### src/ism_consts.svh
// constants for the i2c slave mailbox and smbus block
`ifndef ISM_CONSTS_SVH
`define ISM_CONSTS_SVH
`define ISM_A_CTRL 8'h00
`define ISM_A_STAT 8'h04
`define ISM_A_IEN 8'h08
`define ISM_A_MBIN 8'h0c
`define ISM_A_MBOUT 8'h10
`define ISM_A_MCMD 8'h14
`define ISM_A_MDATA 8'h18
`define ISM_PA_STAT 6'h00
`define ISM_PA_IN 6'h01
`define ISM_PA_OUT 6'h02
`define ISM_ARA 7'h0c
`define ISM_OWN_RST 7'h50
`define ISM_BITS 4'h8
`define ISM_LAST 4'h7
`define ISM_BLK_MAX 3'h4
`define ISM_B_ALEN 7
`define ISM_B_ALSET 8
`define ISM_B_RD 7
`define ISM_CLK_NS 20
`define ISM_QTR_NS 2500
`define ISM_QTR_CYC (`ISM_QTR_NS / `ISM_CLK_NS)
`endif

### src/ism_pkg.sv
// types for the i2c slave mailbox and smbus block
`default_nettype none
package ism_pkg;
   typedef enum logic [2:0] {
      S_IDLE = 3'b000, S_ADDR = 3'b001, S_AACK = 3'b010, S_WR = 3'b011,
      S_WACK = 3'b100, S_RD = 3'b101, S_RACK = 3'b110
   } ism_slv_e;
   typedef enum logic [1:0] {
      M_IDLE = 2'b00, M_START = 2'b01, M_BIT = 2'b10, M_STOP = 2'b11
   } ism_mst_e;
   typedef struct packed {
      logic psel;
      logic penable;
      logic pwrite;
      logic [7:0] paddr;
      logic [31:0] pwdata;
   } ism_apb_s;
   typedef struct packed {
      logic sclOe;
      logic sdaOe;
   } ism_pin_s;
endpackage : ism_pkg
`default_nettype wire

### src/ism_mailbox_smbus.sv
// i2c slave with mailboxes, alert response and a small smbus master
//
// Added by the designer: the APB slave port and the address map.
`timescale 1ns/1ps
`default_nettype none
`include "ism_consts.svh"
module ism_mailbox_smbus (
   // clock and reset
   input wire logic sys_clk,
   input wire logic rstn,
   // apb slave
   input wire ism_pkg::ism_apb_s apb,
   output logic pready,
   output logic [31:0] prdata,
   output logic pslverr,
   // i2c open-drain pins
   input wire logic sclIn,
   input wire logic sdaIn,
   output logic sclOut,
   output logic sdaOut,
   output var ism_pkg::ism_pin_s pinOe,
   // interrupt controller request
   output logic irqReq
);
   function automatic logic [7:0] byteSel(input logic [31:0] w, input logic [1:0] i);
      case (i)
         2'h0: byteSel = w[7:0];
         2'h1: byteSel = w[15:8];
         2'h2: byteSel = w[23:16];
         default: byteSel = w[31:24];
      endcase
   endfunction : byteSel

   logic sclPrev, sdaPrev, startSeen, stopSeen, sclRise, sclFall;
   ism_pkg::ism_slv_e sState, next_sState;
   logic [3:0] sCnt, next_sCnt;
   logic [7:0] sShift, next_sShift, sTx, next_sTx, sPa, next_sPa, txByte;
   logic sGotPa, next_sGotPa, sRw, next_sRw, sAlert, next_sAlert;
   logic sDrive, next_sDrive, sInWr, next_sInWr, sOutRd, next_sOutRd;
   logic evIn, evOut, evAlClr, inWe;
   ism_pkg::ism_mst_e mState, next_mState;
   logic [1:0] mPh, next_mPh;
   logic [3:0] mBit, next_mBit;
   logic [2:0] mIdx, next_mIdx, mNum, next_mNum;
   logic [7:0] mSh, next_mSh;
   logic mSclOe, next_mSclOe, mSdaOe, next_mSdaOe, mNack, next_mNack;
   logic [6:0] divCnt, next_divCnt;
   logic tick, mGo;
   logic [6:0] ownAddr, next_ownAddr;
   logic alertEn, next_alertEn, alertFlag, next_alertFlag;
   logic inFlag, next_inFlag, outFlag, next_outFlag;
   logic [1:0] irqStat, next_irqStat, irqEn, next_irqEn;
   logic [31:0] inMbox, next_inMbox, outMbox, next_outMbox, mData, next_mData;
   logic [31:0] next_prdata, rdWord;
   logic next_pslverr, next_irqReq, unmapped, setup, acc, wr, rd, outWr, inRd;

   // bus condition detection, inputs already synchronous
   assign sclRise = sclIn & ~sclPrev;
   assign sclFall = ~sclIn & sclPrev;
   assign startSeen = sclIn & sclPrev & sdaPrev & ~sdaIn;
   assign stopSeen = sclIn & sclPrev & ~sdaPrev & sdaIn;
   assign pready = 1'b1;
   assign sclOut = 1'b0;
   assign sdaOut = 1'b0;
   assign pinOe.sclOe = mSclOe;
   assign pinOe.sdaOe = sDrive | mSdaOe;

   always_comb begin
      if (sAlert) txByte = {ownAddr, 1'b0};
      else if (sPa[7:2] == `ISM_PA_STAT) txByte = {5'h00, outFlag, inFlag, alertFlag};
      else if (sPa[7:2] == `ISM_PA_IN) txByte = byteSel(inMbox, sPa[1:0]);
      else if (sPa[7:2] == `ISM_PA_OUT) txByte = byteSel(outMbox, sPa[1:0]);
      else txByte = 8'h00;
   end

   // slave bus engine
   always_comb begin
      next_sState = sState;
      next_sCnt = sCnt;
      next_sShift = sShift;
      next_sTx = sTx;
      next_sPa = sPa;
      next_sGotPa = sGotPa;
      next_sRw = sRw;
      next_sAlert = sAlert;
      next_sDrive = sDrive;
      next_sInWr = sInWr;
      next_sOutRd = sOutRd;
      evIn = 1'b0;
      evOut = 1'b0;
      evAlClr = 1'b0;
      inWe = 1'b0;
      if (stopSeen) begin
         next_sState = ism_pkg::S_IDLE;
         next_sDrive = 1'b0;
         evIn = sInWr;
         evOut = sOutRd;
         next_sInWr = 1'b0;
         next_sOutRd = 1'b0;
      end else if (startSeen) begin
         // restart bus logic only, registers untouched
         next_sState = ism_pkg::S_ADDR;
         next_sCnt = 4'h0;
         next_sGotPa = 1'b0;
         next_sAlert = 1'b0;
         next_sDrive = 1'b0;
      end else begin
         case (sState)
            ism_pkg::S_ADDR: begin
               if (sclRise) begin
                  next_sShift = {sShift[6:0], sdaIn};
                  next_sCnt = sCnt + 4'h1;
               end else if (sclFall && sCnt == `ISM_BITS) begin
                  next_sRw = sShift[0];
                  if (sShift[7:1] == ownAddr) begin
                     next_sState = ism_pkg::S_AACK;
                     next_sDrive = 1'b1;
                  end else if (sShift[7:1] == `ISM_ARA && sShift[0] && alertEn && alertFlag) begin
                     next_sState = ism_pkg::S_AACK;
                     next_sAlert = 1'b1;
                     next_sDrive = 1'b1;
                  end else begin
                     next_sState = ism_pkg::S_IDLE;
                  end
               end
            end
            ism_pkg::S_AACK: begin
               if (sclFall) begin
                  next_sCnt = 4'h0;
                  if (sRw) begin
                     next_sTx = txByte;
                     next_sDrive = ~txByte[7];
                     next_sState = ism_pkg::S_RD;
                  end else begin
                     next_sDrive = 1'b0;
                     next_sState = ism_pkg::S_WR;
                  end
               end
            end
            ism_pkg::S_WR: begin
               if (sclRise) begin
                  next_sShift = {sShift[6:0], sdaIn};
                  next_sCnt = sCnt + 4'h1;
               end else if (sclFall && sCnt == `ISM_BITS) begin
                  next_sDrive = 1'b1;
                  next_sState = ism_pkg::S_WACK;
                  if (!sGotPa) begin
                     next_sPa = sShift;
                     next_sGotPa = 1'b1;
                  end else begin
                     // plain data byte, never a check byte
                     if (sPa[7:2] == `ISM_PA_IN) begin
                        inWe = 1'b1;
                        next_sInWr = 1'b1;
                     end
                     next_sPa = sPa + 8'h01;
                  end
               end
            end
            ism_pkg::S_WACK: begin
               if (sclFall) begin
                  next_sDrive = 1'b0;
                  next_sCnt = 4'h0;
                  next_sState = ism_pkg::S_WR;
               end
            end
            ism_pkg::S_RD: begin
               if (sclFall) begin
                  if (sCnt == `ISM_LAST) begin
                     next_sDrive = 1'b0;
                     next_sState = ism_pkg::S_RACK;
                     if (sAlert) evAlClr = 1'b1;
                     else begin
                        if (sPa[7:2] == `ISM_PA_OUT) next_sOutRd = 1'b1;
                        next_sPa = sPa + 8'h01;
                     end
                  end else begin
                     next_sTx = {sTx[6:0], 1'b0};
                     next_sDrive = ~sTx[6];
                     next_sCnt = sCnt + 4'h1;
                  end
               end
            end
            ism_pkg::S_RACK: begin
               if (sclRise && sdaIn) next_sState = ism_pkg::S_IDLE;
               else if (sclFall) begin
                  next_sTx = txByte;
                  next_sDrive = ~txByte[7];
                  next_sCnt = 4'h0;
                  next_sState = ism_pkg::S_RD;
               end
            end
            default: next_sState = ism_pkg::S_IDLE;
         endcase
      end
   end

   // smbus master: quick command and short block write
   assign tick = (divCnt == 7'h00);
   assign mGo = wr && apb.paddr == `ISM_A_MCMD && mState == ism_pkg::M_IDLE;
   always_comb begin
      next_mState = mState;
      next_mPh = mPh;
      next_mBit = mBit;
      next_mIdx = mIdx;
      next_mNum = mNum;
      next_mSh = mSh;
      next_mSclOe = mSclOe;
      next_mSdaOe = mSdaOe;
      next_mNack = mNack;
      next_divCnt = tick ? 7'(`ISM_QTR_CYC - 1) : divCnt - 7'h01;
      case (mState)
         ism_pkg::M_IDLE: begin
            next_mPh = 2'h0;
            if (mGo) begin
               next_mSh = {apb.pwdata[6:0], apb.pwdata[`ISM_B_RD]};
               if (apb.pwdata[`ISM_B_RD]) next_mNum = 3'h0;
               else if (apb.pwdata[10:8] > `ISM_BLK_MAX) next_mNum = `ISM_BLK_MAX;
               else next_mNum = apb.pwdata[10:8];
               next_mIdx = 3'h0;
               next_mBit = 4'h0;
               next_mNack = 1'b0;
               next_mState = ism_pkg::M_START;
            end
         end
         ism_pkg::M_START: if (tick) begin
            next_mPh = mPh + 2'h1;
            if (mPh == 2'h0) next_mSdaOe = 1'b1;
            else begin
               next_mSclOe = 1'b1;
               next_mPh = 2'h0;
               next_mState = ism_pkg::M_BIT;
            end
         end
         ism_pkg::M_BIT: if (tick) begin
            next_mPh = mPh + 2'h1;
            case (mPh)
               2'h0: next_mSdaOe = (mBit == `ISM_BITS) ? 1'b0 : ~mSh[7];
               2'h1: next_mSclOe = 1'b0;
               2'h2: if (mBit == `ISM_BITS) next_mNack = sdaIn;
               default: begin
                  next_mSclOe = 1'b1;
                  if (mBit != `ISM_BITS) begin
                     next_mSh = {mSh[6:0], 1'b0};
                     next_mBit = mBit + 4'h1;
                  end else if (mNack || mIdx == mNum) begin
                     next_mState = ism_pkg::M_STOP;
                  end else begin
                     next_mSh = byteSel(mData, mIdx[1:0]);
                     next_mIdx = mIdx + 3'h1;
                     next_mBit = 4'h0;
                  end
               end
            endcase
         end
         ism_pkg::M_STOP: if (tick) begin
            next_mPh = mPh + 2'h1;
            case (mPh)
               2'h0: next_mSdaOe = 1'b1;
               2'h1: next_mSclOe = 1'b0;
               2'h2: next_mSdaOe = 1'b0;
               default: next_mState = ism_pkg::M_IDLE;
            endcase
         end
         default: next_mState = ism_pkg::M_IDLE;
      endcase
   end

   // apb registers, mailboxes and flags
   assign setup = apb.psel & ~apb.penable;
   assign acc = apb.psel & apb.penable;
   assign wr = acc & apb.pwrite;
   assign rd = acc & ~apb.pwrite;
   assign outWr = wr && apb.paddr == `ISM_A_MBOUT;
   assign inRd = rd && apb.paddr == `ISM_A_MBIN;
   always_comb begin
      next_ownAddr = ownAddr;
      next_alertEn = alertEn;
      next_irqEn = irqEn;
      next_outMbox = outMbox;
      next_mData = mData;
      next_inMbox = inMbox;
      next_prdata = prdata;
      next_pslverr = pslverr;
      unmapped = 1'b0;
      case (apb.paddr)
         `ISM_A_CTRL: rdWord = {24'h000000, alertEn, ownAddr};
         `ISM_A_STAT: rdWord = {25'h0, mNack, mState != ism_pkg::M_IDLE,
                                alertFlag, outFlag, inFlag, irqStat};
         `ISM_A_IEN: rdWord = {30'h0, irqEn};
         `ISM_A_MBIN: rdWord = inMbox;
         `ISM_A_MBOUT: rdWord = outMbox;
         `ISM_A_MCMD: rdWord = 32'h00000000;
         `ISM_A_MDATA: rdWord = mData;
         default: begin
            rdWord = 32'h00000000;
            unmapped = 1'b1;
         end
      endcase
      if (setup) begin
         next_prdata = rdWord;
         next_pslverr = unmapped;
      end
      if (wr && apb.paddr == `ISM_A_CTRL) begin
         next_ownAddr = apb.pwdata[6:0];
         next_alertEn = apb.pwdata[`ISM_B_ALEN];
      end
      if (wr && apb.paddr == `ISM_A_IEN) next_irqEn = apb.pwdata[1:0];
      if (outWr) next_outMbox = apb.pwdata;
      if (wr && apb.paddr == `ISM_A_MDATA) next_mData = apb.pwdata;
      if (inWe) begin
         case (sPa[1:0])
            2'h0: next_inMbox[7:0] = sShift;
            2'h1: next_inMbox[15:8] = sShift;
            2'h2: next_inMbox[23:16] = sShift;
            default: next_inMbox[31:24] = sShift;
         endcase
      end
      // set beats clear; flags move only on their own events
      next_inFlag = evIn | (inFlag & ~inRd);
      next_outFlag = outWr | (outFlag & ~evOut);
      next_alertFlag = (wr && apb.paddr == `ISM_A_CTRL && apb.pwdata[`ISM_B_ALSET])
                       | (alertFlag & ~evAlClr);
      next_irqStat[0] = evIn | (irqStat[0] & ~(wr && apb.paddr == `ISM_A_STAT && apb.pwdata[0]));
      next_irqStat[1] = evOut | (irqStat[1] & ~(wr && apb.paddr == `ISM_A_STAT && apb.pwdata[1]));
      next_irqReq = |(next_irqStat & next_irqEn);
   end

   // every flop to its default on chip reset
   always_ff @(posedge sys_clk or negedge rstn) begin
      if (!rstn) begin
         sclPrev <= 1'b1;
         sdaPrev <= 1'b1;
         sState <= ism_pkg::S_IDLE;
         sCnt <= 4'h0;
         sShift <= 8'h00;
         sTx <= 8'h00;
         sPa <= 8'h00;
         sGotPa <= 1'b0;
         sRw <= 1'b0;
         sAlert <= 1'b0;
         sDrive <= 1'b0;
         sInWr <= 1'b0;
         sOutRd <= 1'b0;
         mState <= ism_pkg::M_IDLE;
         mPh <= 2'h0;
         mBit <= 4'h0;
         mIdx <= 3'h0;
         mNum <= 3'h0;
         mSh <= 8'h00;
         mSclOe <= 1'b0;
         mSdaOe <= 1'b0;
         mNack <= 1'b0;
         divCnt <= 7'h00;
         ownAddr <= `ISM_OWN_RST;
         alertEn <= 1'b0;
         alertFlag <= 1'b0;
         inFlag <= 1'b0;
         outFlag <= 1'b0;
         irqStat <= 2'h0;
         irqEn <= 2'h0;
         inMbox <= 32'h00000000;
         outMbox <= 32'h00000000;
         mData <= 32'h00000000;
         prdata <= 32'h00000000;
         pslverr <= 1'b0;
         irqReq <= 1'b0;
      end else begin
         sclPrev <= sclIn;
         sdaPrev <= sdaIn;
         sState <= next_sState;
         sCnt <= next_sCnt;
         sShift <= next_sShift;
         sTx <= next_sTx;
         sPa <= next_sPa;
         sGotPa <= next_sGotPa;
         sRw <= next_sRw;
         sAlert <= next_sAlert;
         sDrive <= next_sDrive;
         sInWr <= next_sInWr;
         sOutRd <= next_sOutRd;
         mState <= next_mState;
         mPh <= next_mPh;
         mBit <= next_mBit;
         mIdx <= next_mIdx;
         mNum <= next_mNum;
         mSh <= next_mSh;
         mSclOe <= next_mSclOe;
         mSdaOe <= next_mSdaOe;
         mNack <= next_mNack;
         divCnt <= next_divCnt;
         ownAddr <= next_ownAddr;
         alertEn <= next_alertEn;
         alertFlag <= next_alertFlag;
         inFlag <= next_inFlag;
         outFlag <= next_outFlag;
         irqStat <= next_irqStat;
         irqEn <= next_irqEn;
         inMbox <= next_inMbox;
         outMbox <= next_outMbox;
         mData <= next_mData;
         prdata <= next_prdata;
         pslverr <= next_pslverr;
         irqReq <= next_irqReq;
      end
   end
endmodule : ism_mailbox_smbus
`default_nettype wire

### config.mk
export PLATFORM = sky130hd
export DESIGN_NAME = ism_mailbox_smbus
export DESIGN_NICKNAME = d
export VERILOG_FILES = /design/src/ism_pkg.sv /design/src/ism_mailbox_smbus.sv
export VERILOG_INCLUDE_DIRS = /design/src
export SDC_FILE = /design/constraint.sdc
export NUM_CORES = 1
export LEC_CHECK = 0
export BUFFER_PORTS_ARGS = -buffer_cell sky130_fd_sc_hd__buf_2
export CAP_MARGIN = 15
export CORE_ASPECT_RATIO = 0.7
export CORE_MARGIN = 4
export CORE_UTILIZATION = 40
export CTS_CLUSTER_SIZE = 12
export DETAILED_ROUTE_END_ITERATION = 6
export GPL_TIMING_DRIVEN = 0
export PLACE_DENSITY = 0.69
export SLEW_MARGIN = 5
export SYNTH_ARGS = -nofsm -noshare
export SYNTH_HDL_FRONTEND = slang
export SYNTH_SLANG_ARGS = --single-unit
### constraint.sdc
create_clock -name sys_clk -period 4.55 [get_ports sys_clk]
set_clock_uncertainty 0.2 [all_clocks]
set_input_delay 0.91 -clock sys_clk [delete_from_list [all_inputs] [get_ports sys_clk]]
set_output_delay 0.91 -clock sys_clk [all_outputs]
set_load 0.01 [all_outputs]
==> impl_metrics.json, run 1 <==
{
  "critPathMaxFanout": 10,
  "cts_setup_buffers": 0,
  "async_flop_share": 1.00,
  "dr.pass1.iters": 7,
  "gp_congestion": 0.964,
  "clkLatencyLatePin_ps": 530,
  "num_rows": 50,
  "reg2reg_depth": 10,
  "ys_ff_latch": 215,
  "htreeDepth": 1,
  "portBuffers": 81,
  "die_w_um": 207,
  "cts_hold_buf": 0,
  "fp.dieH_um": 147,
  "synth_cells": 1043,
  "endpoint_kind": "flip-flop",
  "postPlaceCellArea_um2": 12000,
  "antenna_found_initial": 1,
  "fin_nets": 1222,
  "clkTransAtPathRegs_ps": 70,
  "worstPathArrival_ps": 3370,
  "grt_usage": 0.215,
  "final_common_cell": "dfrtp_1",
  "avgSynthCellArea_um2": 10.6,
  "synthFlopType": "dfrtp_1",
  "ys_seq_area_frac": 0.486,
  "drc_errors": 36,
  "crit_required_ps": 4820,
  "slew_viol_final": 0,
  "avgRoutedWirePerCell_um": 21.8,
  "fin_ws_ps": 1450,
  "layout_min_cycle_time_ps": 3100,
  "leakagePower_nw": 5.73,
  "hp-class": "input pin to async pin",
  "via_count": 9145,
  "dpl.hpwl_mm": 24.7,
  "worst_slew_pin_slew_ps": 838,
  "post-route-period-util": 0.681,
  "antenna_left": 0,
  "fmax_ghz": 0.323,
  "yosysWarnings": 0,
  "place_ws_ps": 979,
  "core_area_um2": 27000,
  "start_util": 0.410,
  "vias_per_cell": 5.97,
  "ir_drop_uv": 260,
  "postLayoutCoreUtil": 0.472,
  "hold_viol": 0,
  "drive_above_1_share": 0.223,
  "gr-total-overflow": 0,
  "synth_edf_count": 0,
  "design_area_um2": 12700,
  "max_slew_margin": 0.442,
  "status": "finished with violations",
  "cts_buffer_depth": 3,
  "rsz0062_at_grt": "no",
  "post_cts_resized": 0,
  "die-area_um2": 30500,
  "fillers": 2509,
  "mostFrequentLayoutCells": "dfrtp_1, nand2_1, o21ai_0, mux2_2, buf_2",
  "grt_max_degree": 113,
  "crit_path_start_kind": "input pin",
  "violations": "DRC",
  "clkSinkCount": 215,
  "power_density_nw_per_um2": 390,
  "tritoncts": "yes",
  "ios": 86,
  "setup_viol_count_final": 0,
  "syn2layout_area_growth_pct": 15.0,
  "cts_root_buf": "clkbuf_16",
  "grt_pass1_wl_mm": 51.0,
  "grt_pass1_vias": 8611,
  "cts_made_buffers": 23,
  "path_class": "input pin to flip-flop",
  "drt-initial-drc-count": 1400,
  "max-cap-violations": 0,
  "synth_cell_types": 66,
  "wl_mm": 33.4,
  "syn_area_um2": 11100
}
==> path summary, 6_finish.rpt <==
check                      slack (ps)                    end           startpoint
min                               210  sShift[0]$_DFFE_PN0P_                 rstn
min reg2reg                       250    divCnt[0]$_DFF_PN0_  divCnt[0]$_DFF_PN0_
max reg2reg                      1510     sTx[5]$_DFFE_PN0P_   sPa[0]$_DFFE_PN0P_
max in group asynchronous        2810  mData[31]$_DFFE_PN0P_                 rstn
max                              1450  prdata[7]$_DFFE_PN0P_              apb[36]
min in group sys_clk              250    divCnt[0]$_DFF_PN0_  divCnt[0]$_DFF_PN0_
==> routing by layer <==
layer	vias to the layer above	global-route usage	routed length, um	part of all wire
li1	4059	-	-	-
met1	4544	0.328	14900	0.45
met2	470	0.297	13800	0.41
met3	70	0.0611	3900	0.12
met4	2	0.0505	818	0.024
met5	-	0.0244	34	0.0010
==> state kept, by name, indices dropped and copies added, names as in the netlist, 4 cells and up <==
name and flops:
divCnt 7, sPa 8, sTx 7, mData 32
mSh 8, prdata 32, outMbox 32, sCnt 4
mBit 4, sShift 8, ownAddr 7, inMbox 32
==> area by class of cell <==
class                           instances  area, um2  area share
Antenna cell                            1       2.50    0.000196
Buffer                                 76        373      0.0293
Clock buffer                           38        672      0.0527
Clock inverter                          4       85.1     0.00667
Inverter                               30        113     0.00883
Multi-Input combinational cell        723       5220       0.409
Sequential cell                       215       5390       0.422
Tap cell                              364        455      0.0357
Timing Repair Buffer                   82        443      0.0347
==> critical path: stages <==
cell and delay (ps):
clkbuf_1 210, nor4_1 690, and4_1 280, clkbuf_1 320
buf_2 320, nand2_1 110, a21oi_1 390, a21o_1 130
==> stage by stage <==
| step | power (mW) | setup TNS, ps | std cells | hold WS (ps) |
|---|---|---|---|---|
| 3_5_place_dp | 3.07 | 0 | 1490 | 246 |
| 6_report | 4.97 | 0 | 1533 | 209 |
| 3_3_place_gp | 3.04 | -285590 | 1489 | 237 |
| 4_1_cts | 4.98 | 0 | 1532 | 253 |
| 5_1_grt | 5.17 | 0 | 1533 | 288 |
| 2_1_floorplan | 2.73 | 0 | 1044 | 219 |
==> Yosys cell counts (all sizes together) (5+ instances only) <==
master / n / area share
dfrtp: 211 / 0.48
nor2: 38 / 0.013
o21ai: 109 / 0.049
a222oi: 52 / 0.047
nand3: 16 / 0.0072
xnor2: 7 / 0.0055
o31ai: 5 / 0.0034
a22oi: 6 / 0.0041
o211ai: 5 / 0.0034
nor2b: 5 / 0.0028
inv: 30 / 0.010
ha: 24 / 0.027
nor3: 9 / 0.0050
nand3b: 5 / 0.0034
a21oi: 48 / 0.022
o22ai: 6 / 0.0034
buf: 24 / 0.016
mux2: 116 / 0.13
nand2: 130 / 0.044
or3: 9 / 0.0051
nor3b: 6 / 0.0051
clkbuf: 52 / 0.018
nand2b: 14 / 0.0079
and3: 9 / 0.0055
xor2: 9 / 0.0071
and2: 5 / 0.0037
nand4: 5 / 0.0028
mux2i: 17 / 0.015
nor4: 7 / 0.0045
a22o: 6 / 0.0047
==> logic make-up (layout without fill, tap and decap cells) <==
| logic type | Yosys count | after routing | share of synthesized area |
|---|---|---|---|
| compound gates | 274 | 274 | 0.165 |
| other cells | 2 | 4 | 0.000677 |
| simple gates | 273 | 273 | 0.121 |
| fa+ha+maj | 24 | 24 | 0.0271 |
| mux | 133 | 133 | 0.143 |
| flops | 215 | 215 | 0.486 |
| buf+inv | 106 | 230 | 0.0438 |
| xor+xnor | 16 | 16 | 0.0126 |
==> power by group <==
| part | switching, mW | internal, mW | leakage, nW |
|---|---|---|---|
| registers | 0.122 | 2.02 | 2.90 |
| logic | 0.602 | 0.315 | 2.46 |
| clock network | 0.787 | 1.13 | 0.367 |
| total | 1.51 | 3.46 | 5.73 |
Power figures use the tool's default switching activity.
==> run 2: changes to the inputs <==
==> constraint.sdc (replaced) <==
create_clock -name sys_clk -period 3.1 [get_ports sys_clk]
set_clock_uncertainty 0.2 [all_clocks]
set_input_delay 0.62 -clock sys_clk [delete_from_list [all_inputs] [get_ports sys_clk]]
set_output_delay 0.62 -clock sys_clk [all_outputs]
set_load 0.01 [all_outputs]
==> impl_metrics.json, run 2 (synthesized netlist as in run 1, its figures left out) <==
{
  "drt-initial-drc-count": 1434,
  "fp.dieH_um": 147,
  "slew_viol_final": 0,
  "start_util": 0.410,
  "drive_above_1_share": 0.225,
  "antenna_found_initial": 1,
  "setup_tns_ps": 0,
  "power_density_nw_per_um2": 572,
  "antenna_left": 0,
  "cts_setup_buffers": 0,
  "dpl.hpwl_mm": 24.7,
  "crit_path_start_kind": "flip-flop",
  "via_count": 9151,
  "fillers": 2509,
  "fin_nets": 1223,
  "hp-class": "input pin to flip-flop",
  "grt-busiest-layer": "met1",
  "vias_per_cell": 5.97,
  "grt_usage": 0.215,
  "wl_mm": 33.5,
  "grt_pass1_vias": 8611,
  "hold_viol": 0,
  "clkLatencyLatePin_ps": 530,
  "place_inst": 1490,
  "multiInputGateArea_um2": 5220,
  "num_rows": 50,
  "syn2layout_area_growth_pct": 15.1,
  "leakagePower_nw": 5.74,
  "tritoncts": "yes",
  "switching_share": 0.304,
  "drc_errors": 22,
  "gr-total-overflow": 0,
  "power_frac_comb": 0.186,
  "die_w_um": 207,
  "mostFrequentLayoutCells": "dfrtp_1, nand2_1, o21ai_0, mux2_2, buf_2",
  "clkSinkCount": 215,
  "max-cap-violations": 0,
  "total_power_mw": 7.30,
  "avgRoutedWirePerCell_um": 21.8,
  "rsz0062_at_grt": "yes",
  "dr.pass1.iters": 7,
  "core_area_um2": 27000,
  "clkPwrFrac": 0.384,
  "post-route-period-util": 0.970,
  "fmax_ghz": 0.332,
  "grt_pass1_wl_mm": 51.0,
  "die-area_um2": 30500,
  "violations": "DRC",
  "fin_hold_ws_ps": 93.4,
  "p_int_mw": 5.08,
  "layout_min_cycle_time_ps": 3010,
  "critPathMaxFanout": 10,
  "worstPathArrival_ps": 3250,
  "p_sw_mw": 2.22,
  "use_met2": 0.297,
  "worst_slew_pin_slew_ps": 827,
  "setup_viol_count_final": 0,
  "path_class": "flip-flop to flip-flop",
  "crit_required_ps": 3340,
  "ir_drop_uv": 379,
  "gp_congestion": 0.964,
  "grt_use_met1": 0.328,
  "cts_buffer_depth": 3,
  "grt.met3_usage": 0.0611,
  "clkTransAtPathRegs_ps": 70,
  "grt_max_degree": 113,
  "cts_made_buffers": 23,
  "status": "finished with violations",
  "endpoint_kind": "flip-flop",
  "power_frac_seq": 0.430,
  "portBuffers": 81,
  "stdcell_count": 1534,
  "cts_root_buf": "clkbuf_16",
  "final_common_cell": "dfrtp_1",
  "ios": 86,
  "max_slew_margin": 0.449,
  "seq_area_um2": 5390,
  "htreeDepth": 1
}
## run 2: per-stage QoR
stage | setup WS, ps | utilization | area [um2]
2_1_floorplan | 654 | - | 11100
3_3_place_gp | -2550 | 0.442 | 12000
3_5_place_dp | -181 | 0.444 | 12000
4_1_cts | 152 | 0.472 | 12800
5_1_grt | -7.89 | 0.472 | 12800
6_report | 92.5 | 0.472 | 12800
## run 2: area by class of cell
cell class                      instances  area share
Tap cell                              364      0.0357
Clock inverter                          4     0.00667
Inverter                               30     0.00882
Buffer                                 76      0.0294
Sequential cell                       215       0.422
Antenna cell                            1    0.000196
Timing Repair Buffer                   83      0.0355
Multi-Input combinational cell        723       0.409
Clock buffer                           38      0.0526
## run 2: metal layers
metal	wire length (um)	vias up
li1	-	4067
met5	59	-
met2	13800	462
met4	816	2
met3	3910	59
met1	14900	4561
## run 2: power by group through the flow
stage	Clock, mW	Combinational [mW]	Sequential [mW]
after floorplan	0	0.892	3.12
after global placement	0	1.28	3.18
after detailed placement	0	1.32	3.18
after CTS	2.85	1.32	3.13
after global routing	2.97	1.46	3.16
final	2.80	1.36	3.14
## run 2: final timing paths
kind / slack (ps) / startpoint / endpoint / cells past startpoint
setup / recovery: 90 / sPa[1]$_DFFE_PN0P_ / sTx[6]$_DFFE_PN0P_ / 10
hold / removal: 90 / sclIn / sclPrev$_DFF_PN1_ / 1
setup reg to reg: 90 / sPa[1]$_DFFE_PN0P_ / sTx[6]$_DFFE_PN0P_ / 10
hold reg to reg: 250 / divCnt[0]$_DFF_PN0_ / divCnt[0]$_DFF_PN0_ / 1
max in group asynchronous: 1090 / rstn / mSh[2]$_DFFE_PN0P_ / 3
min in group asynchronous: 530 / rstn / sShift[0]$_DFFE_PN0P_ / 2
## run 2: timing repair
| action | CTS | global route |
|---|---|---|
| gates resized for setup | 0 | 5 |
| endpoints found under the hold margin | 23 | 0 |
| hold buffers | 1 | 0 |
| setup endpoints to repair | 0 | 5 |
## run 2: worst max-delay path, cell delays in order (launching register included)
cell and delay (ps):
dfrtp_1 430, inv_1 100, ha_1 140, clkbuf_1 390, clkbuf_1 450, a222oi_1 190
mux2i_1 290, a22oi_1 160, o31ai_1 310, o21ai_0 130, o21ai_0 150
==> run 3: changes to the inputs <==
--- a/config.mk
+++ b/config.mk
@@ -6,6 +6,7 @@
 export SDC_FILE = /design/constraint.sdc
 export NUM_CORES = 1
 export LEC_CHECK = 0
+export ABC_AREA = 1
 export BUFFER_PORTS_ARGS = -buffer_cell sky130_fd_sc_hd__buf_2
 export CAP_MARGIN = 15
 export CORE_ASPECT_RATIO = 0.7
@@ -15,6 +16,7 @@
 export DETAILED_ROUTE_END_ITERATION = 6
 export GPL_TIMING_DRIVEN = 0
 export PLACE_DENSITY = 0.69
+export SETUP_SLACK_MARGIN = 0.15
 export SLEW_MARGIN = 5
 export SYNTH_ARGS = -nofsm -noshare
 export SYNTH_HDL_FRONTEND = slang
==> impl_metrics.json, run 3 <==
{
  "setup_tns_ps": 0,
  "synth_top_area_frac": 0.464,
  "mostFrequentLayoutCells": "nand2_1, dfrtp_1, o21ai_0, inv_1, buf_2",
  "cts_buffer_depth": 3,
  "crit_path_start_kind": "flip-flop",
  "power_density_nw_per_um2": 577,
  "antenna_found_initial": 2,
  "cts_made_buffers": 23,
  "num_rows": 51,
  "synth_edf_count": 0,
  "ios": 86,
  "total_power_mw": 7.49,
  "clkLatencyLatePin_ps": 530,
  "hold_viol": 0,
  "drive_above_1_share": 0.114,
  "worstPathArrival_ps": 2970,
  "ys_ff_latch": 215,
  "synth.most_common_cell": "nand2_1",
  "postLayoutCoreUtil": 0.465,
  "async_flop_share": 1.00,
  "diodes": 0,
  "grt_max_degree": 112,
  "die-area_um2": 31200,
  "worst_slew_pin_slew_ps": 1080,
  "synth_cell_types": 45,
  "dr.pass1.iters": 5,
  "gp_congestion": 0.943,
  "synthFlopType": "dfrtp_1",
  "endpoint_kind": "flip-flop",
  "cts_root_buf": "clkbuf_16",
  "max-cap-violations": 0,
  "start_util": 0.408,
  "gr-total-overflow": 0,
  "reg2reg_slack_ps": 390,
  "ir_drop_uv": 446,
  "final_common_cell": "nand2_1",
  "drc_errors": 0,
  "multiInputGateArea_um2": 5190,
  "fillers": 2780,
  "rsz0062_at_grt": "no",
  "wl_mm": 36.3,
  "drt-initial-drc-count": 1173,
  "clkTransAtPathRegs_ps": 70,
  "cp_slowest_cell": "clkbuf_1",
  "syn_area_um2": 11400,
  "cp_num_buf_inv": 3,
  "synth_largest_area_cell": "dfrtp_1",
  "slew_viol_final": 0,
  "grt_pass1_wl_mm": 56.7,
  "synth.area.top_cells": "dfrtp_1, nand2_1, o21ai_0",
  "htreeDepth": 1,
  "synth_cells": 1503,
  "avgRoutedWirePerCell_um": 18.2,
  "leakagePower_nw": 6.46,
  "path_cells": "inv_1 -> ha_1 -> clkbuf_1 -> clkbuf_1 -> a21oi_1 -> nand3_1 -> o211ai_1 -> a21oi_2 -> o21ai_0 -> nand2_1",
  "vias_per_cell": 5.30,
  "fin_ws_ps": 390,
  "status": "completed",
  "fmax_ghz": 0.369,
  "die_w_um": 210,
  "syn2layout_area_growth_pct": 14.0,
  "yosysWarnings": 0,
  "seq_area_um2": 5390,
  "via_count": 10600,
  "place_ws_ps": 272,
  "core_area_um2": 27900,
  "fin_nets": 1685,
  "critPathMaxFanout": 10,
  "fin_hold_ws_ps": 44.4,
  "fp.dieH_um": 149,
  "crit_required_ps": 3360,
  "post-route-period-util": 0.874,
  "ys_seq_area_frac": 0.474,
  "critPathMaxStageDelay_ps": 440,
  "hp-class": "input pin to flip-flop",
  "tritoncts": "yes",
  "path_class": "flip-flop to flip-flop",
  "max_slew_margin": 0.280,
  "portBuffers": 82,
  "avgSynthCellArea_um2": 7.56,
  "grt_pass1_vias": 9855,
  "layout_min_cycle_time_ps": 2710,
  "ys_top_cells_by_count": "nand2_1, dfrtp_1, o21ai_0",
  "setup_viol_count_final": 0,
  "antenna_left": 0,
  "dpl.hpwl_mm": 27.7,
  "cp_top_family": "buffers and inverters",
  "grt_usage": 0.230,
  "clkSinkCount": 215,
  "path_common_cell": "clkbuf_1"
}
run 3: logic make-up (layout without fill, tap and decap cells):
logic type / Yosys count / after routing / synth area share
simple gates: 771 / 771 / 0.285
buf+inv: 196 / 316 / 0.0705
other cells: 2 / 3 / 0.000661
xor+xnor: 13 / 13 / 0.0100
fa+ha+maj: 24 / 24 / 0.0264
flops: 215 / 215 / 0.474
compound gates: 282 / 282 / 0.134
run 3: per-stage QoR:
step	area, um2	instances
after global routing	13000	1995
after global placement	12200	1957
after detailed placement	12300	1959
after CTS	13000	1995
final	13000	1995
after floorplan	11400	1504
run 3: worst reg2reg max path, stage by stage, from the launching register on:
cell and delay (ps):
dfrtp_1 420, inv_1 120, ha_1 150, clkbuf_1 420, clkbuf_1 440, a21oi_1 130
nand3_1 90, o211ai_1 110, a21oi_2 360, o21ai_0 120, nand2_1 80
run 3: timing repair:
item	CTS	global route
endpoints found under the hold margin	44	0
setup endpoints to repair	0	1
setup buffers	0	0
resized for setup	0	1
hold buffers	1	0
run 3: path summary, 6_finish.rpt:
check,startpoint,endpoint,cells after the start
max,sPa[1]$_DFFE_PN0P_,sTx[5]$_DFFE_PN0P_,10
min,sclIn,sclPrev$_DFF_PN1_,1
max reg2reg,sPa[1]$_DFFE_PN0P_,sTx[5]$_DFFE_PN0P_,10
min reg2reg,divCnt[0]$_DFF_PN0_,divCnt[0]$_DFF_PN0_,1
max in group asynchronous,rstn,sCnt[0]$_DFFE_PN0P_,3
min in group asynchronous,rstn,prdata[23]$_DFFE_PN0P_,2
run 3: final cells by class:
type	count	area share
inverters	136	0.0394
clock buffers	30	0.0487
well taps	371	0.0358
plain buffers	60	0.0225
clock inverters	5	0.00212
multi-input cells	1093	0.400
repair buffers	85	0.0357
flip-flops and latches	215	0.415
run 3: where the power goes:
part	internal, mW	switching, mW	leakage, nW
sequential	3.04	0.198	2.90
clock	1.42	1.15	0.326
combinational	0.531	1.15	3.23
total	4.98	2.50	6.46
run 3: per-layer routing:
layer	up-vias	wire length (um)	global-route usage
met3	54	4190	0.0711
met1	4998	17300	0.363
met2	452	14200	0.310
li1	5066	-	-
met4	2	617	0.0417
met5	-	13	0
